==> config.mk <==
export PLATFORM = sky130hd
export DESIGN_NAME = rsf_formatter
export DESIGN_NICKNAME = d
export VERILOG_FILES = /design/src/common/rsf_pkg.sv /design/src/hdl/rsf_int_to_float.sv /design/src/hdl/rsf_formatter.sv
export SDC_FILE = /design/constraint.sdc
export NUM_CORES = 2
export LEC_CHECK = 0
export ABC_AREA = 1
export BUFFER_PORTS_ARGS = -buffer_cell sky130_fd_sc_hd__buf_2
export CORE_UTILIZATION = 50
export CTS_CLUSTER_DIAMETER = 120
export DETAILED_ROUTE_END_ITERATION = 16
export GPL_ROUTABILITY_DRIVEN = 0
export GPL_TIMING_DRIVEN = 1
export PLACE_DENSITY = 0.67
export SLEW_MARGIN = 5
export SYNTH_ARGS = -nofsm -noshare
export SYNTH_HDL_FRONTEND = slang
export SYNTH_SLANG_ARGS = --single-unit
export TNS_END_PERCENT = 1
==> constraint.sdc <==
create_clock -name clk -period 20.3 [get_ports clk]
set_clock_uncertainty 0.15 [all_clocks]
set_input_delay 3.045 -clock clk [delete_from_list [all_inputs] [get_ports clk]]
set_output_delay 3.045 -clock clk [all_outputs]
set_load 0.005 [all_outputs]
==> src/common/rsf_pkg.sv <==
// reading string formatter: register map, reset values, byte codes and timing constants
// assumes a single 40 MHz system clock shared by every user of this package
package rsf_pkg;

  // register offsets (byte addresses, one word each)
  localparam logic [7:0] FORMAT_OFFSET  = 8'h00;
  localparam logic [7:0] ELEMENT_OFFSET = 8'h04;
  localparam logic [7:0] COMMAND_OFFSET = 8'h08;
  localparam logic [7:0] CONFIG_OFFSET  = 8'h0C;
  localparam logic [7:0] STATUS_OFFSET  = 8'h10;
  localparam logic [7:0] TIMER_OFFSET   = 8'h14;
  localparam logic [7:0] ARM_OFFSET     = 8'h18;
  localparam logic [7:0] TRIG_OFFSET    = 8'h1C;
  localparam logic [7:0] BYTES_OFFSET   = 8'h20;

  // format register fields
  localparam int FMT_CODE_LSB   = 0;
  localparam int FMT_SWAP_BIT   = 4;
  localparam int FMT_WIDTH_LSB  = 8;
  localparam logic [1:0] FMT_ASCII = 2'h0;
  localparam logic [1:0] FMT_REAL  = 2'h1;
  localparam logic [1:0] FMT_SHORT = 2'h2;
  localparam logic [5:0] FMT_DEFAULT_WIDTH = 6'h20;

  // command and config bits
  localparam int CMD_TIME_RESET_BIT  = 0;
  localparam int CMD_BUF_RESTART_BIT = 1;
  localparam int CFG_SERIAL_BIT      = 0;
  localparam int CFG_DELTA_BIT       = 1;

  // element indices and count
  localparam logic [2:0] ELEM_VOLT   = 3'h0;
  localparam logic [2:0] ELEM_CURR   = 3'h1;
  localparam logic [2:0] ELEM_RES    = 3'h2;
  localparam logic [2:0] ELEM_TIME   = 3'h3;
  localparam logic [2:0] ELEM_STATUS = 3'h4;
  localparam logic [2:0] ELEM_NONE   = 3'h5;
  localparam int         ELEM_COUNT  = 5;

  // reset values
  localparam logic [4:0]  ELEMENT_RESET = 5'h1F;
  localparam logic [15:0] COUNT_RESET   = 16'h0001;

  // output item kinds
  localparam logic [1:0] KIND_BYTE  = 2'h0;
  localparam logic [1:0] KIND_FLOAT = 2'h1;
  localparam logic [1:0] KIND_INT   = 2'h2;

  // framing bytes
  localparam logic [7:0] HEADER_HASH = 8'h23;
  localparam logic [7:0] HEADER_ZERO = 8'h30;
  localparam logic [7:0] TERMINATOR  = 8'h0A;
  localparam logic [7:0] SEPARATOR   = 8'h2C;
  localparam int         HEADER_BYTES = 2;
  localparam int         WORD_BYTES   = 4;
  localparam int         TERM_BYTES   = 1;

  // substitute values as single precision: +9.9e37 and +9.91e37
  localparam logic [31:0] OVERFLOW_VALUE = 32'h7E94_F56A;
  localparam logic [31:0] NAN_VALUE      = 32'h7E95_1BEF;
  // 0.001 as single precision, scales milliseconds to seconds
  localparam logic [31:0] MS_TO_S        = 32'h3A83_126F;

  // timestamp timer
  localparam int          CLOCK_MHZ     = 40;
  localparam int          TIMER_TICK_US = 1000;
  localparam int          TICK_CYCLES   = TIMER_TICK_US * CLOCK_MHZ;
  localparam logic [26:0] TIMER_WRAP_MS = 27'h5F5_E0FF;

  // sorting mode limit codes, field order 21,20,19,9,8
  localparam logic [4:0] SORT_ALL_OK    = 5'h00;
  localparam logic [4:0] SORT_L1_FAIL   = 5'h01;
  localparam logic [4:0] SORT_L4_FAIL   = 5'h05;
  localparam logic [4:0] SORT_ALL_FAIL  = 5'h1F;

endpackage

==> src/hdl/rsf_int_to_float.sv <==
// unsigned integer to single precision float, truncating
// purely combinational; caller registers the result
module rsf_int_to_float #(
  parameter int W = 32
) (
  // operand
  input  wire logic [W-1:0] value,
  // result
  output logic      [31:0]  result
);

  localparam int SW = $clog2(W);

  logic [SW-1:0] msb;
  logic          found;
  logic [W-1:0]  shifted;
  logic [7:0]    expo;

  always_comb begin
    msb   = '0;
    found = 1'b0;
    for (int i = 0; i < W; i++) begin
      if (value[i]) begin
        msb   = SW'(i);
        found = 1'b1;
      end
    end
    // left-justify so the leading one drops off the top
    shifted = value << (SW'(W - 1) - msb);
    expo    = 8'(127 + int'(msb));
    result  = found ? {1'b0, expo, shifted[W-2 -: 23]} : 32'h0000_0000;
  end

endmodule

==> src/hdl/rsf_formatter.sv <==
// reading string formatter: builds header, element words, separators and terminator
// assumes one 40 MHz clock; measurement inputs and flags come from logic on that clock
//
// Behaviour
// real format without a width stores 32; width ignored for ascii and short float
// serial interface active forces ascii output regardless of selection
// only data queries use the chosen format; other queries answer in ascii
// controller sends commands as ascii text only
// unselected elements are left out of the string entirely
// byte reversal applies only to binary output
// binary elements go out as four bytes of single precision each
// binary string starts with hash sign then digit zero
// swapped order sends header first, then bytes 4,3,2,1 of each element
// header and terminator sent once per query around all readings
// binary length is 2 plus 4 per reading plus 1
// terminator byte is line feed
// controller reads readings and terminator in one piece without untalking
// element selection holds one to five of the five elements
// over range reading reports +9.9e37
// measured value first, else source value, else not-a-number code
// timestamp starts at zero on power-up or reset command and wraps
// buffered timestamp absolute from first reading, or delta between readings
// status element is a 24-bit word sent as its number
// status bits 0 to 7 carry overrange through limit test enabled
// bits 10 to 15 carry auto ohms, measure and source functions
// bits 16,17,18,22,23 carry compliance, offset, contact, sense, pulse
// bits 8,9,19-21 carry five-bit limit code, encoding by limit mode
// sorting codes for pass, limit 1 fail, limits 2,3 pass, limit 4 fail
// sorting codes for limits 5 to 12 pass and all-others-fail; limit 9 pass reports 5'h08 here, same as limit 8
// swap request ignored when ascii is selected
//
// Added by the designer: strobed register access and the register offsets.
module rsf_formatter #(
  parameter int TICK_CYCLES = rsf_pkg::TICK_CYCLES
) (
  // clock and reset
  input  wire logic        clk,
  input  wire logic        rst_b,
  // register port
  input  wire logic [7:0]  regAddr,
  input  wire logic [31:0] regWrData,
  input  wire logic        regWrite,
  input  wire logic        regRead,
  output logic      [31:0] regRdData,
  // query request
  input  wire logic        queryStart,
  input  wire logic        queryData,
  // reading input
  input  wire logic        rdgValid,
  output logic             rdgReady,
  input  wire logic        rdgBuffered,
  input  wire logic [31:0] vMeasValue,
  input  wire logic [31:0] vSourceValue,
  input  wire logic [31:0] iMeasValue,
  input  wire logic [31:0] iSourceValue,
  input  wire logic [31:0] rMeasValue,
  // status flags
  input  wire logic        over_range_flag,
  input  wire logic        filterOn,
  input  wire logic        frontTerminals,
  input  wire logic        realCompliance,
  input  wire logic        overvoltage_limit_flag,
  input  wire logic        mathOn,
  input  wire logic        nullOn,
  input  wire logic        limitTestOn,
  input  wire logic        autoOhms,
  input  wire logic        vMeasOn,
  input  wire logic        iMeasOn,
  input  wire logic        rMeasOn,
  input  wire logic        vSourceOn,
  input  wire logic        iSourceOn,
  input  wire logic        rangeCompliance,
  input  wire logic        offsetComp,
  input  wire logic        contact_check_event,
  input  wire logic        remoteSense,
  input  wire logic        pulseMode,
  // limit results
  input  wire logic        sortMode,
  input  wire logic [4:0]  gradeCode,
  input  wire logic        limit1Pass,
  input  wire logic        limit4Pass,
  input  wire logic [3:0]  firstPassLimit,
  input  wire logic        othersAllFail,
  // output stream
  output logic             outValid,
  input  wire logic        outReady,
  output logic      [31:0] outData,
  output logic      [1:0]  outKind,
  output logic             queryBusy
);

  typedef enum logic [2:0] {S_IDLE, S_HEAD0, S_HEAD1, S_WAIT, S_CONV, S_ELEM, S_SEP, S_TERM} rsf_state_type;

  localparam logic [31:0] TICK_LAST = 32'(TICK_CYCLES - 1);

  logic [1:0] rstSync;
  logic       rstN;

  always_ff @(posedge clk or negedge rst_b) begin
    if (!rst_b) rstSync <= 2'b00;
    else        rstSync <= {rstSync[0], 1'b1};
  end
  assign rstN = rstSync[1];

  // configuration registers
  logic [1:0]  fmtCode;
  logic [5:0]  fmtWidth;
  logic        swapOrder;
  logic [4:0]  elemMask;
  logic        serialIface;
  logic        deltaStamp;
  logic [15:0] armCount;
  logic [15:0] trigCount;
  logic        timeResetCmd;
  logic        bufRestartCmd;

  logic wrFormat;
  logic wrElement;
  logic wrCommand;
  assign wrFormat  = regWrite && regAddr == rsf_pkg::FORMAT_OFFSET;
  assign wrElement = regWrite && regAddr == rsf_pkg::ELEMENT_OFFSET;
  assign wrCommand = regWrite && regAddr == rsf_pkg::COMMAND_OFFSET;

  logic [1:0] newCode;
  logic [5:0] newWidth;
  assign newCode  = regWrData[rsf_pkg::FMT_CODE_LSB +: 2];
  assign newWidth = regWrData[rsf_pkg::FMT_WIDTH_LSB +: 6];

  always_ff @(posedge clk or negedge rstN) begin
    if (!rstN) begin
      fmtCode   <= rsf_pkg::FMT_ASCII;
      fmtWidth  <= '0;
      swapOrder <= 1'b0;
    end else if (wrFormat && newCode != 2'h3) begin
      fmtCode   <= newCode;
      swapOrder <= regWrData[rsf_pkg::FMT_SWAP_BIT];
      if (newCode == rsf_pkg::FMT_REAL)
        fmtWidth <= (newWidth == 6'h00) ? rsf_pkg::FMT_DEFAULT_WIDTH : newWidth;
      else
        fmtWidth <= '0;
    end
  end

  always_ff @(posedge clk or negedge rstN) begin
    if (!rstN) elemMask <= rsf_pkg::ELEMENT_RESET;
    else if (wrElement && regWrData[4:0] != 5'h00) elemMask <= regWrData[4:0];
  end

  always_ff @(posedge clk or negedge rstN) begin
    if (!rstN) begin
      serialIface <= 1'b0;
      deltaStamp  <= 1'b0;
      armCount    <= rsf_pkg::COUNT_RESET;
      trigCount   <= rsf_pkg::COUNT_RESET;
    end else if (regWrite) begin
      // zero counts refused so a query always carries a reading
      if (regAddr == rsf_pkg::CONFIG_OFFSET) begin
        serialIface <= regWrData[rsf_pkg::CFG_SERIAL_BIT];
        deltaStamp  <= regWrData[rsf_pkg::CFG_DELTA_BIT];
      end
      if (regAddr == rsf_pkg::ARM_OFFSET && regWrData[15:0] != 16'h0000) armCount <= regWrData[15:0];
      if (regAddr == rsf_pkg::TRIG_OFFSET && regWrData[15:0] != 16'h0000) trigCount <= regWrData[15:0];
    end
  end

  always_ff @(posedge clk or negedge rstN) begin
    if (!rstN) begin
      timeResetCmd  <= 1'b0;
      bufRestartCmd <= 1'b0;
    end else begin
      timeResetCmd  <= wrCommand && regWrData[rsf_pkg::CMD_TIME_RESET_BIT];
      bufRestartCmd <= wrCommand && regWrData[rsf_pkg::CMD_BUF_RESTART_BIT];
    end
  end

  // timestamp timer in milliseconds
  logic [31:0] tickCount;
  logic [26:0] timerMs;

  always_ff @(posedge clk or negedge rstN) begin
    if (!rstN) begin
      tickCount <= '0;
      timerMs   <= '0;
    end else if (timeResetCmd) begin
      tickCount <= '0;
      timerMs   <= '0;
    end else if (tickCount == TICK_LAST) begin
      tickCount <= '0;
      timerMs   <= (timerMs == rsf_pkg::TIMER_WRAP_MS) ? 27'h000_0000 : timerMs + 27'h000_0001;
    end else begin
      tickCount <= tickCount + 32'h0000_0001;
    end
  end

  // status word
  logic [4:0]  sortCode;
  logic [4:0]  limitCode;
  logic [23:0] statusNow;

  always_comb begin
    sortCode = rsf_pkg::SORT_ALL_OK;
    if (!limit1Pass) sortCode = rsf_pkg::SORT_L1_FAIL;
    else if (!limit4Pass) sortCode = rsf_pkg::SORT_L4_FAIL;
    else if (othersAllFail) sortCode = rsf_pkg::SORT_ALL_FAIL;
    else begin
      unique case (firstPassLimit)
        4'h2:    sortCode = 5'h02;
        4'h3:    sortCode = 5'h03;
        4'h5:    sortCode = 5'h04;
        4'h6:    sortCode = 5'h06;
        4'h7:    sortCode = 5'h07;
        4'h8:    sortCode = 5'h08;
        4'h9:    sortCode = 5'h08;
        4'hA:    sortCode = 5'h0A;
        4'hB:    sortCode = 5'h0B;
        4'hC:    sortCode = 5'h0C;
        default: sortCode = rsf_pkg::SORT_ALL_OK;
      endcase
    end
    limitCode = sortMode ? sortCode : gradeCode;
    statusNow = {pulseMode, remoteSense, limitCode[4:2], contact_check_event, offsetComp,
                 rangeCompliance, iSourceOn, vSourceOn, rMeasOn, iMeasOn, vMeasOn, autoOhms,
                 limitCode[1:0], limitTestOn, nullOn, mathOn, overvoltage_limit_flag,
                 realCompliance, frontTerminals, filterOn, over_range_flag};
  end

  // reading capture
  rsf_state_type state;
  rsf_state_type next_state;
  logic [31:0]   rawWord [3];
  logic [23:0]   rawStatus;
  logic [26:0]   rawStampMs;
  logic [31:0]   elemWord [rsf_pkg::ELEM_COUNT];
  logic [26:0]   bufFirst;
  logic [26:0]   bufPrev;
  logic          bufStarted;
  logic          binMode;
  logic          swapNow;
  logic [4:0]    selMask;

  function automatic logic [26:0] stampDiff(input logic [26:0] a, input logic [26:0] b);
    stampDiff = (a >= b) ? a - b : a + (rsf_pkg::TIMER_WRAP_MS - b) + 27'h000_0001;
  endfunction

  logic capture;
  assign capture = state == S_WAIT && rdgValid;

  always_ff @(posedge clk or negedge rstN) begin
    if (!rstN) begin
      rawWord    <= '{default: '0};
      rawStatus  <= '0;
      rawStampMs <= '0;
    end else if (capture) begin
      rawWord[0] <= vMeasOn ? (over_range_flag ? rsf_pkg::OVERFLOW_VALUE : vMeasValue)
                  : vSourceOn ? vSourceValue : rsf_pkg::NAN_VALUE;
      rawWord[1] <= iMeasOn ? (over_range_flag ? rsf_pkg::OVERFLOW_VALUE : iMeasValue)
                  : iSourceOn ? iSourceValue : rsf_pkg::NAN_VALUE;
      rawWord[2] <= rMeasOn ? (over_range_flag ? rsf_pkg::OVERFLOW_VALUE : rMeasValue)
                  : rsf_pkg::NAN_VALUE;
      rawStatus  <= statusNow;
      if (!rdgBuffered) rawStampMs <= timerMs;
      else if (!bufStarted || bufRestartCmd) rawStampMs <= '0;
      else rawStampMs <= deltaStamp ? stampDiff(timerMs, bufPrev) : stampDiff(timerMs, bufFirst);
    end
  end

  always_ff @(posedge clk or negedge rstN) begin
    if (!rstN) begin
      bufStarted <= 1'b0;
      bufFirst   <= '0;
      bufPrev    <= '0;
    end else if (capture && rdgBuffered) begin
      bufStarted <= 1'b1;
      bufPrev    <= timerMs;
      if (!bufStarted || bufRestartCmd) bufFirst <= timerMs;
    end else if (bufRestartCmd) begin
      bufStarted <= 1'b0;
    end
  end

  // conversion of status and timestamp
  logic [31:0] statusFloat;
  logic [31:0] stampMsFloat;

  rsf_int_to_float #(.W(24)) statusConv (
    .value  (rawStatus),
    .result (statusFloat)
  );

  rsf_int_to_float #(.W(27)) stampConv (
    .value  (rawStampMs),
    .result (stampMsFloat)
  );

  // positive float product, truncated; enough for scaling the timestamp
  function automatic logic [31:0] floatMul(input logic [31:0] a, input logic [31:0] b);
    logic [47:0] prod;
    logic [9:0]  expo;
    prod = 48'({1'b1, a[22:0]}) * 48'({1'b1, b[22:0]});
    expo = 10'(a[30:23]) + 10'(b[30:23]) - 10'd127;
    if (a[30:0] == 31'h0000_0000) floatMul = 32'h0000_0000;
    else if (prod[47]) floatMul = {1'b0, 8'(expo + 10'd1), prod[46:24]};
    else floatMul = {1'b0, expo[7:0], prod[45:23]};
  endfunction

  logic [31:0] convWord [rsf_pkg::ELEM_COUNT];
  always_comb begin
    convWord[0] = rawWord[0];
    convWord[1] = rawWord[1];
    convWord[2] = rawWord[2];
    convWord[3] = floatMul(stampMsFloat, rsf_pkg::MS_TO_S);
    convWord[4] = binMode ? statusFloat : {8'h00, rawStatus};
  end

  always_ff @(posedge clk or negedge rstN) begin
    if (!rstN) elemWord <= '{default: '0};
    else if (state == S_CONV) elemWord <= convWord;
  end

  // framing state machine
  logic [2:0]  elemIdx;
  logic [2:0]  next_elemIdx;
  logic [1:0]  byteIdx;
  logic [1:0]  next_byteIdx;
  logic [31:0] rdgLeft;
  logic [31:0] next_rdgLeft;
  logic        sepToElem;
  logic        next_sepToElem;
  logic        adv;
  logic        effBinary;
  logic [31:0] totalRdgs;

  assign adv       = outValid && outReady;
  assign effBinary = fmtCode != rsf_pkg::FMT_ASCII && !serialIface && queryData;
  assign totalRdgs = 32'(armCount) * 32'(trigCount);

  function automatic logic [2:0] selFrom(input logic [4:0] mask, input logic [2:0] start);
    selFrom = rsf_pkg::ELEM_NONE;
    for (int i = rsf_pkg::ELEM_COUNT - 1; i >= 0; i--) begin
      if (mask[i] && 3'(i) >= start) selFrom = 3'(i);
    end
  endfunction

  logic [2:0] nextSel;
  assign nextSel = selFrom(selMask, elemIdx + 3'h1);

  always_comb begin
    next_state     = state;
    next_elemIdx   = elemIdx;
    next_byteIdx   = byteIdx;
    next_rdgLeft   = rdgLeft;
    next_sepToElem = sepToElem;
    unique case (state)
      S_IDLE: begin
        if (queryStart) begin
          next_rdgLeft = queryData ? totalRdgs : 32'h0000_0001;
          next_state   = effBinary ? S_HEAD0 : S_WAIT;
        end
      end
      S_HEAD0: if (adv) next_state = S_HEAD1;
      S_HEAD1: if (adv) next_state = S_WAIT;
      S_WAIT:  if (rdgValid) next_state = S_CONV;
      S_CONV: begin
        next_state   = S_ELEM;
        next_elemIdx = selFrom(selMask, rsf_pkg::ELEM_VOLT);
        next_byteIdx = 2'h0;
      end
      S_ELEM: begin
        if (adv) begin
          if (binMode && byteIdx != 2'h3) begin
            next_byteIdx = byteIdx + 2'h1;
          end else begin
            next_byteIdx = 2'h0;
            if (nextSel != rsf_pkg::ELEM_NONE) begin
              next_elemIdx   = nextSel;
              next_sepToElem = 1'b1;
              next_state     = binMode ? S_ELEM : S_SEP;
            end else if (rdgLeft == 32'h0000_0001) begin
              next_rdgLeft = '0;
              next_state   = S_TERM;
            end else begin
              next_rdgLeft   = rdgLeft - 32'h0000_0001;
              next_sepToElem = 1'b0;
              next_state     = binMode ? S_WAIT : S_SEP;
            end
          end
        end
      end
      S_SEP:  if (adv) next_state = sepToElem ? S_ELEM : S_WAIT;
      S_TERM: if (adv) next_state = S_IDLE;
    endcase
  end

  always_ff @(posedge clk or negedge rstN) begin
    if (!rstN) begin
      state     <= S_IDLE;
      elemIdx   <= '0;
      byteIdx   <= '0;
      rdgLeft   <= '0;
      sepToElem <= 1'b0;
    end else begin
      state     <= next_state;
      elemIdx   <= next_elemIdx;
      byteIdx   <= next_byteIdx;
      rdgLeft   <= next_rdgLeft;
      sepToElem <= next_sepToElem;
    end
  end

  // per-query settings held so register writes mid-query do not tear the string
  always_ff @(posedge clk or negedge rstN) begin
    if (!rstN) begin
      binMode <= 1'b0;
      swapNow <= 1'b0;
      selMask <= rsf_pkg::ELEMENT_RESET;
    end else if (state == S_IDLE && queryStart) begin
      binMode <= effBinary;
      swapNow <= effBinary && swapOrder;
      selMask <= elemMask;
    end
  end

  // output item for the state being entered, so the port is a flip-flop
  logic [31:0] srcWord;
  logic [1:0]  byteSel;
  logic [31:0] next_outData;
  logic [1:0]  next_outKind;
  logic        next_outValid;

  always_comb begin
    srcWord       = (state == S_CONV) ? convWord[next_elemIdx] : elemWord[next_elemIdx];
    byteSel       = swapNow ? next_byteIdx : 2'h3 - next_byteIdx;
    next_outValid = 1'b1;
    next_outKind  = rsf_pkg::KIND_BYTE;
    next_outData  = '0;
    unique case (next_state)
      S_HEAD0: next_outData = {24'h00_0000, rsf_pkg::HEADER_HASH};
      S_HEAD1: next_outData = {24'h00_0000, rsf_pkg::HEADER_ZERO};
      S_SEP:   next_outData = {24'h00_0000, rsf_pkg::SEPARATOR};
      S_TERM:  next_outData = {24'h00_0000, rsf_pkg::TERMINATOR};
      S_ELEM: begin
        if (binMode) begin
          next_outData = {24'h00_0000, srcWord[{byteSel, 3'b000} +: 8]};
        end else begin
          next_outData = srcWord;
          next_outKind = (next_elemIdx == rsf_pkg::ELEM_STATUS) ? rsf_pkg::KIND_INT : rsf_pkg::KIND_FLOAT;
        end
      end
      default: next_outValid = 1'b0;
    endcase
  end

  always_ff @(posedge clk or negedge rstN) begin
    if (!rstN) begin
      outValid  <= 1'b0;
      outData   <= '0;
      outKind   <= rsf_pkg::KIND_BYTE;
      rdgReady  <= 1'b0;
      queryBusy <= 1'b0;
    end else begin
      outValid  <= next_outValid;
      outData   <= next_outData;
      outKind   <= next_outKind;
      rdgReady  <= next_state == S_WAIT;
      queryBusy <= next_state != S_IDLE;
    end
  end

  // register read port
  logic [31:0] byteTotal;
  logic [2:0]  selCount;

  always_comb begin
    selCount = '0;
    for (int i = 0; i < rsf_pkg::ELEM_COUNT; i++) selCount = selCount + 3'(elemMask[i]);
    byteTotal = 32'(rsf_pkg::HEADER_BYTES + rsf_pkg::TERM_BYTES)
              + 32'(rsf_pkg::WORD_BYTES) * 32'(selCount) * totalRdgs;
  end

  always_ff @(posedge clk or negedge rstN) begin
    if (!rstN) begin
      regRdData <= '0;
    end else if (regRead) begin
      unique case (regAddr)
        rsf_pkg::FORMAT_OFFSET:  regRdData <= {18'h0_0000, fmtWidth, 3'h0, swapOrder, 2'h0, fmtCode};
        rsf_pkg::ELEMENT_OFFSET: regRdData <= {27'h000_0000, elemMask};
        rsf_pkg::CONFIG_OFFSET:  regRdData <= {30'h0000_0000, deltaStamp, serialIface};
        rsf_pkg::STATUS_OFFSET:  regRdData <= {8'h00, statusNow};
        rsf_pkg::TIMER_OFFSET:   regRdData <= {5'h00, timerMs};
        rsf_pkg::ARM_OFFSET:     regRdData <= {16'h0000, armCount};
        rsf_pkg::TRIG_OFFSET:    regRdData <= {16'h0000, trigCount};
        rsf_pkg::BYTES_OFFSET:   regRdData <= byteTotal;
        default:                 regRdData <= '0;
      endcase
    end else begin
      regRdData <= '0;
    end
  end

endmodule

==> impl_metrics.py <==
metrics = {
    "synth": {
        "ys_ff_latch": 588,
        "synth_flop_cell": "dfrtp_1",
        "synth_fp_nets": 9094,
        "ys_warn_count": 0,
        "synth_edf_count": 0,
        "synthAdderAreaFrac": 0.256,
        "yosysSeqAreaShare": 0.251,
        "netlist.area_leader.share": 0.245,
        "synth_top_family_by_area": "adder cells",
        "avgSynthCellArea_um2": 7.43,
        "netlist_top_cells_area": "dfrtp_1 25%, fa_1 14%, ha_1 11%",
        "synth_compound_area_frac": 0.165,
        "synth.distinct_cells": 70,
        "synth_area_leader_cell": "dfrtp_1",
        "async_reset_ff_frac": 1.00,
        "synth-simple-area-share": 0.186,
        "synth.area.mux_share": 0.00136,
        "syn_area_um2": 58700,
        "synthCells": 7904,
        "synth_xor_area_frac": 0.0204,
    },
    "clock_network": {
        "post_cts_buffers": 0,
        "htree_num_levels": 3,
        "cts.sinks": 588,
        "cts_hold_buf": 0,
        "clk_pin_slew_worst_paths_ps": 60,
        "ctsLongestPathBuffers": 3,
        "insertion_delay_ps": 670,
        "ctsResizeCount": 0,
        "root_buffer": "clkbuf_16",
        "numCtsBuffers": 70,
        "cts_tree": "built",
    },
    "floorplanning": {
        "die_area_um2": 119000,
        "initial_core_util": 0.505,
        "die_y_um": 345,
        "core_area_um2": 116000,
        "io-pin-count": 310,
        "die_w_um": 345,
        "rows": 125,
    },
    "global_route": {
        "grt-ovfl-total": 0,
        "grt_usage": 0.319,
        "grt_pass1_vias": 52000,
        "antenna_found_initial": 8,
        "grt_pass1_wl_mm": 293,
        "grt_max_degree": 148,
    },
    "sta": {
        "setup_ws_ps": 7230,
        "drv_slew": 0,
        "fin_setup_tns_ps": 0,
        "finalCriticalPeriod_ps": 13070,
        "fin_crit_sh": 0.644,
        "fmax_ghz": 0.0765,
        "worst_slew_pin_slew_ps": 1310,
        "rsz0062_at_grt": "false",
        "setup_viol": 0,
        "hold_viol": 0,
        "slew_headroom": 0.125,
    },
    "routing": {
        "avgViaCountPerCell": 5.67,
        "drc": 0,
        "ant_nets": 0,
        "postRouteWirelength_mm": 191,
        "drt_iter0_markers": 5519,
        "num_vias": 54300,
        "first_pass_iters": 7,
        "wire_per_inst_um": 19.9,
    },
    "setup_path": {
        "critPathRequiredTime_ps": 20660,
        "cp_common_cell": "nand2_1",
        "crit_fanout": 47,
        "start_kind": "flip-flop",
        "cp_slowest_cell": "ha_1",
        "reg2reg_to": "outData[6]",
        "reg2regPathDepth": 70,
        "crit_type": "reg2reg",
        "timing.rr.start": "rawStampMs[2]",
        "r2r_slack_ps": 7230,
        "arrival_ps": 13440,
        "cp-end-kind": "flip-flop",
        "slowest_delay_ps": 940,
    },
    "run": {
        "max_cap_violations": 0,
    },
    "placed_design": {
        "dp_hpwl_mm": 148,
        "place_ws_ps": 7310,
        "placed_area_um2": 61400,
        "portBuffers": 293,
    },
    "cells_and_area": {
        "fin_util": 0.548,
        "postLayoutCellArea_um2": 63800,
        "fin_nets": 9192,
        "drive_above_1_share": 0.0708,
        "syn_to_final_growth_pct": 8.68,
        "fillers": 11200,
    },
    "status": {
        "status": "completed",
    },
    "hold_path": {
        "hp-class": "reg2async",
    },
}
## kinds of logic (layout without fill, tap and decap cells)
kind of cell | after synthesis | after routing
simple gates | 2680 | 2680
mux | 8 | 8
buf+inv | 1868 | 2024
xor+xnor | 137 | 137
compound gates | 1673 | 1673
flops | 588 | 588
fa+ha+maj | 949 | 949
other cells | 1 | 3
## cells in the final DEF, fill, tap and decap left out, drive strengths merged, types with 4 or more instances in the layout
cell / n
nand2: 1697
o31ai: 21
a21oi: 464
xor2: 90
a211oi: 12
nor2: 478
o22ai: 33
xnor2: 47
fa: 421
o21a: 19
a211o: 11
dfstp: 12
dfrtp: 576
a21boi: 4
bufinv: 8
inv: 1531
and3: 5
o32ai: 4
o21ai: 760
nand3: 300
nor3: 84
o21bai: 28
a32o: 35
o311ai: 5
a21o: 9
ha: 528
clkinvlp: 10
a221oi: 28
a22oi: 36
o221ai: 70
clkinv: 31
clkbuf: 88
or2: 34
o211ai: 47
mux2i: 8
nor4: 28
buf: 356
a31oi: 66
nand4: 47
## flip-flops by register name (all words and copies together), names as in the netlist, 5 cells and up
signal,count
outData,32
convWord,96
rawStatus,24
tickCount,32
regRdData,32
bufFirst,27
fmtWidth,6
selMask,5
rdgLeft,32
elemMask,5
armCount,16
timerMs,27
elemWord,158
rawStampMs,27
trigCount,16
bufPrev,27
## worst max path at each step
stage | slack (ps) | from | endpoint
floorplan | 2570 | rstSync[1] | armCount[10]
global placement | 7470 | rawStampMs[2] | outData[1]
detailed placement | 7310 | rawStampMs[2] | outData[6]
CTS | 7310 | rawStampMs[2] | outData[6]
global route | 5910 | rawStampMs[2] | outData[1]
finish | 7230 | rawStampMs[2] | outData[6]
## per-stage QoR
stage	hold WS (ps)	instances
2_1_floorplan	181	7904
5_1_grt	206	9585
3_5_place_dp	192	9454
3_3_place_gp	188	9454
6_report	197	9586
4_1_cts	205	9584
## worst max-delay path: cells and delay by family, from the launching register on
kind,cells,cell delay (ps)
fa+ha+maj,9,4680
buf+inv,11,1830
simple gates,46,4940
flops,1,400
compound gates,4,880
## Yosys cell counts (34+ instances only)
library cell / instances
nand2_1: 1687
inv_1: 1518
o21ai_0: 724
dfrtp_1: 576
ha_1: 528
nor2_1: 475
a21oi_1: 463
fa_1: 421
nand3_1: 294
clkbuf_1: 291
xor2_1: 90
nor3_1: 83
o221ai_1: 70
a31oi_1: 66
o211ai_1: 47
xnor2_1: 47
nand4_1: 45
a22oi_1: 36
a32o_1: 35
o21ai_1: 34
## per-layer routing
metal  vias to the layer above  global-route usage  share of wire
met5                         -                   0        0.00026
met4                         8               0.123          0.042
met3                       389              0.0647          0.096
met2                      2353               0.503           0.45
met1                     26100               0.431           0.41
li1                      25500                   -              -
## cell type report
cell class | count | area, um^2 | area share
multi-input cells | 5448 | 37000 | 0.580
inverters | 1538 | 5780 | 0.0905
clock inverters | 42 | 537 | 0.00841
repair buffers | 356 | 1950 | 0.0306
diodes | 2 | 5.00 | 0.0000784
clock buffers | 88 | 1910 | 0.0299
well taps | 1524 | 1910 | 0.0299
flip-flops and latches | 588 | 14700 | 0.231
Power is not shown: default switching activity piles up to over one toggle a cycle in this logic, so the estimate is an artifact.
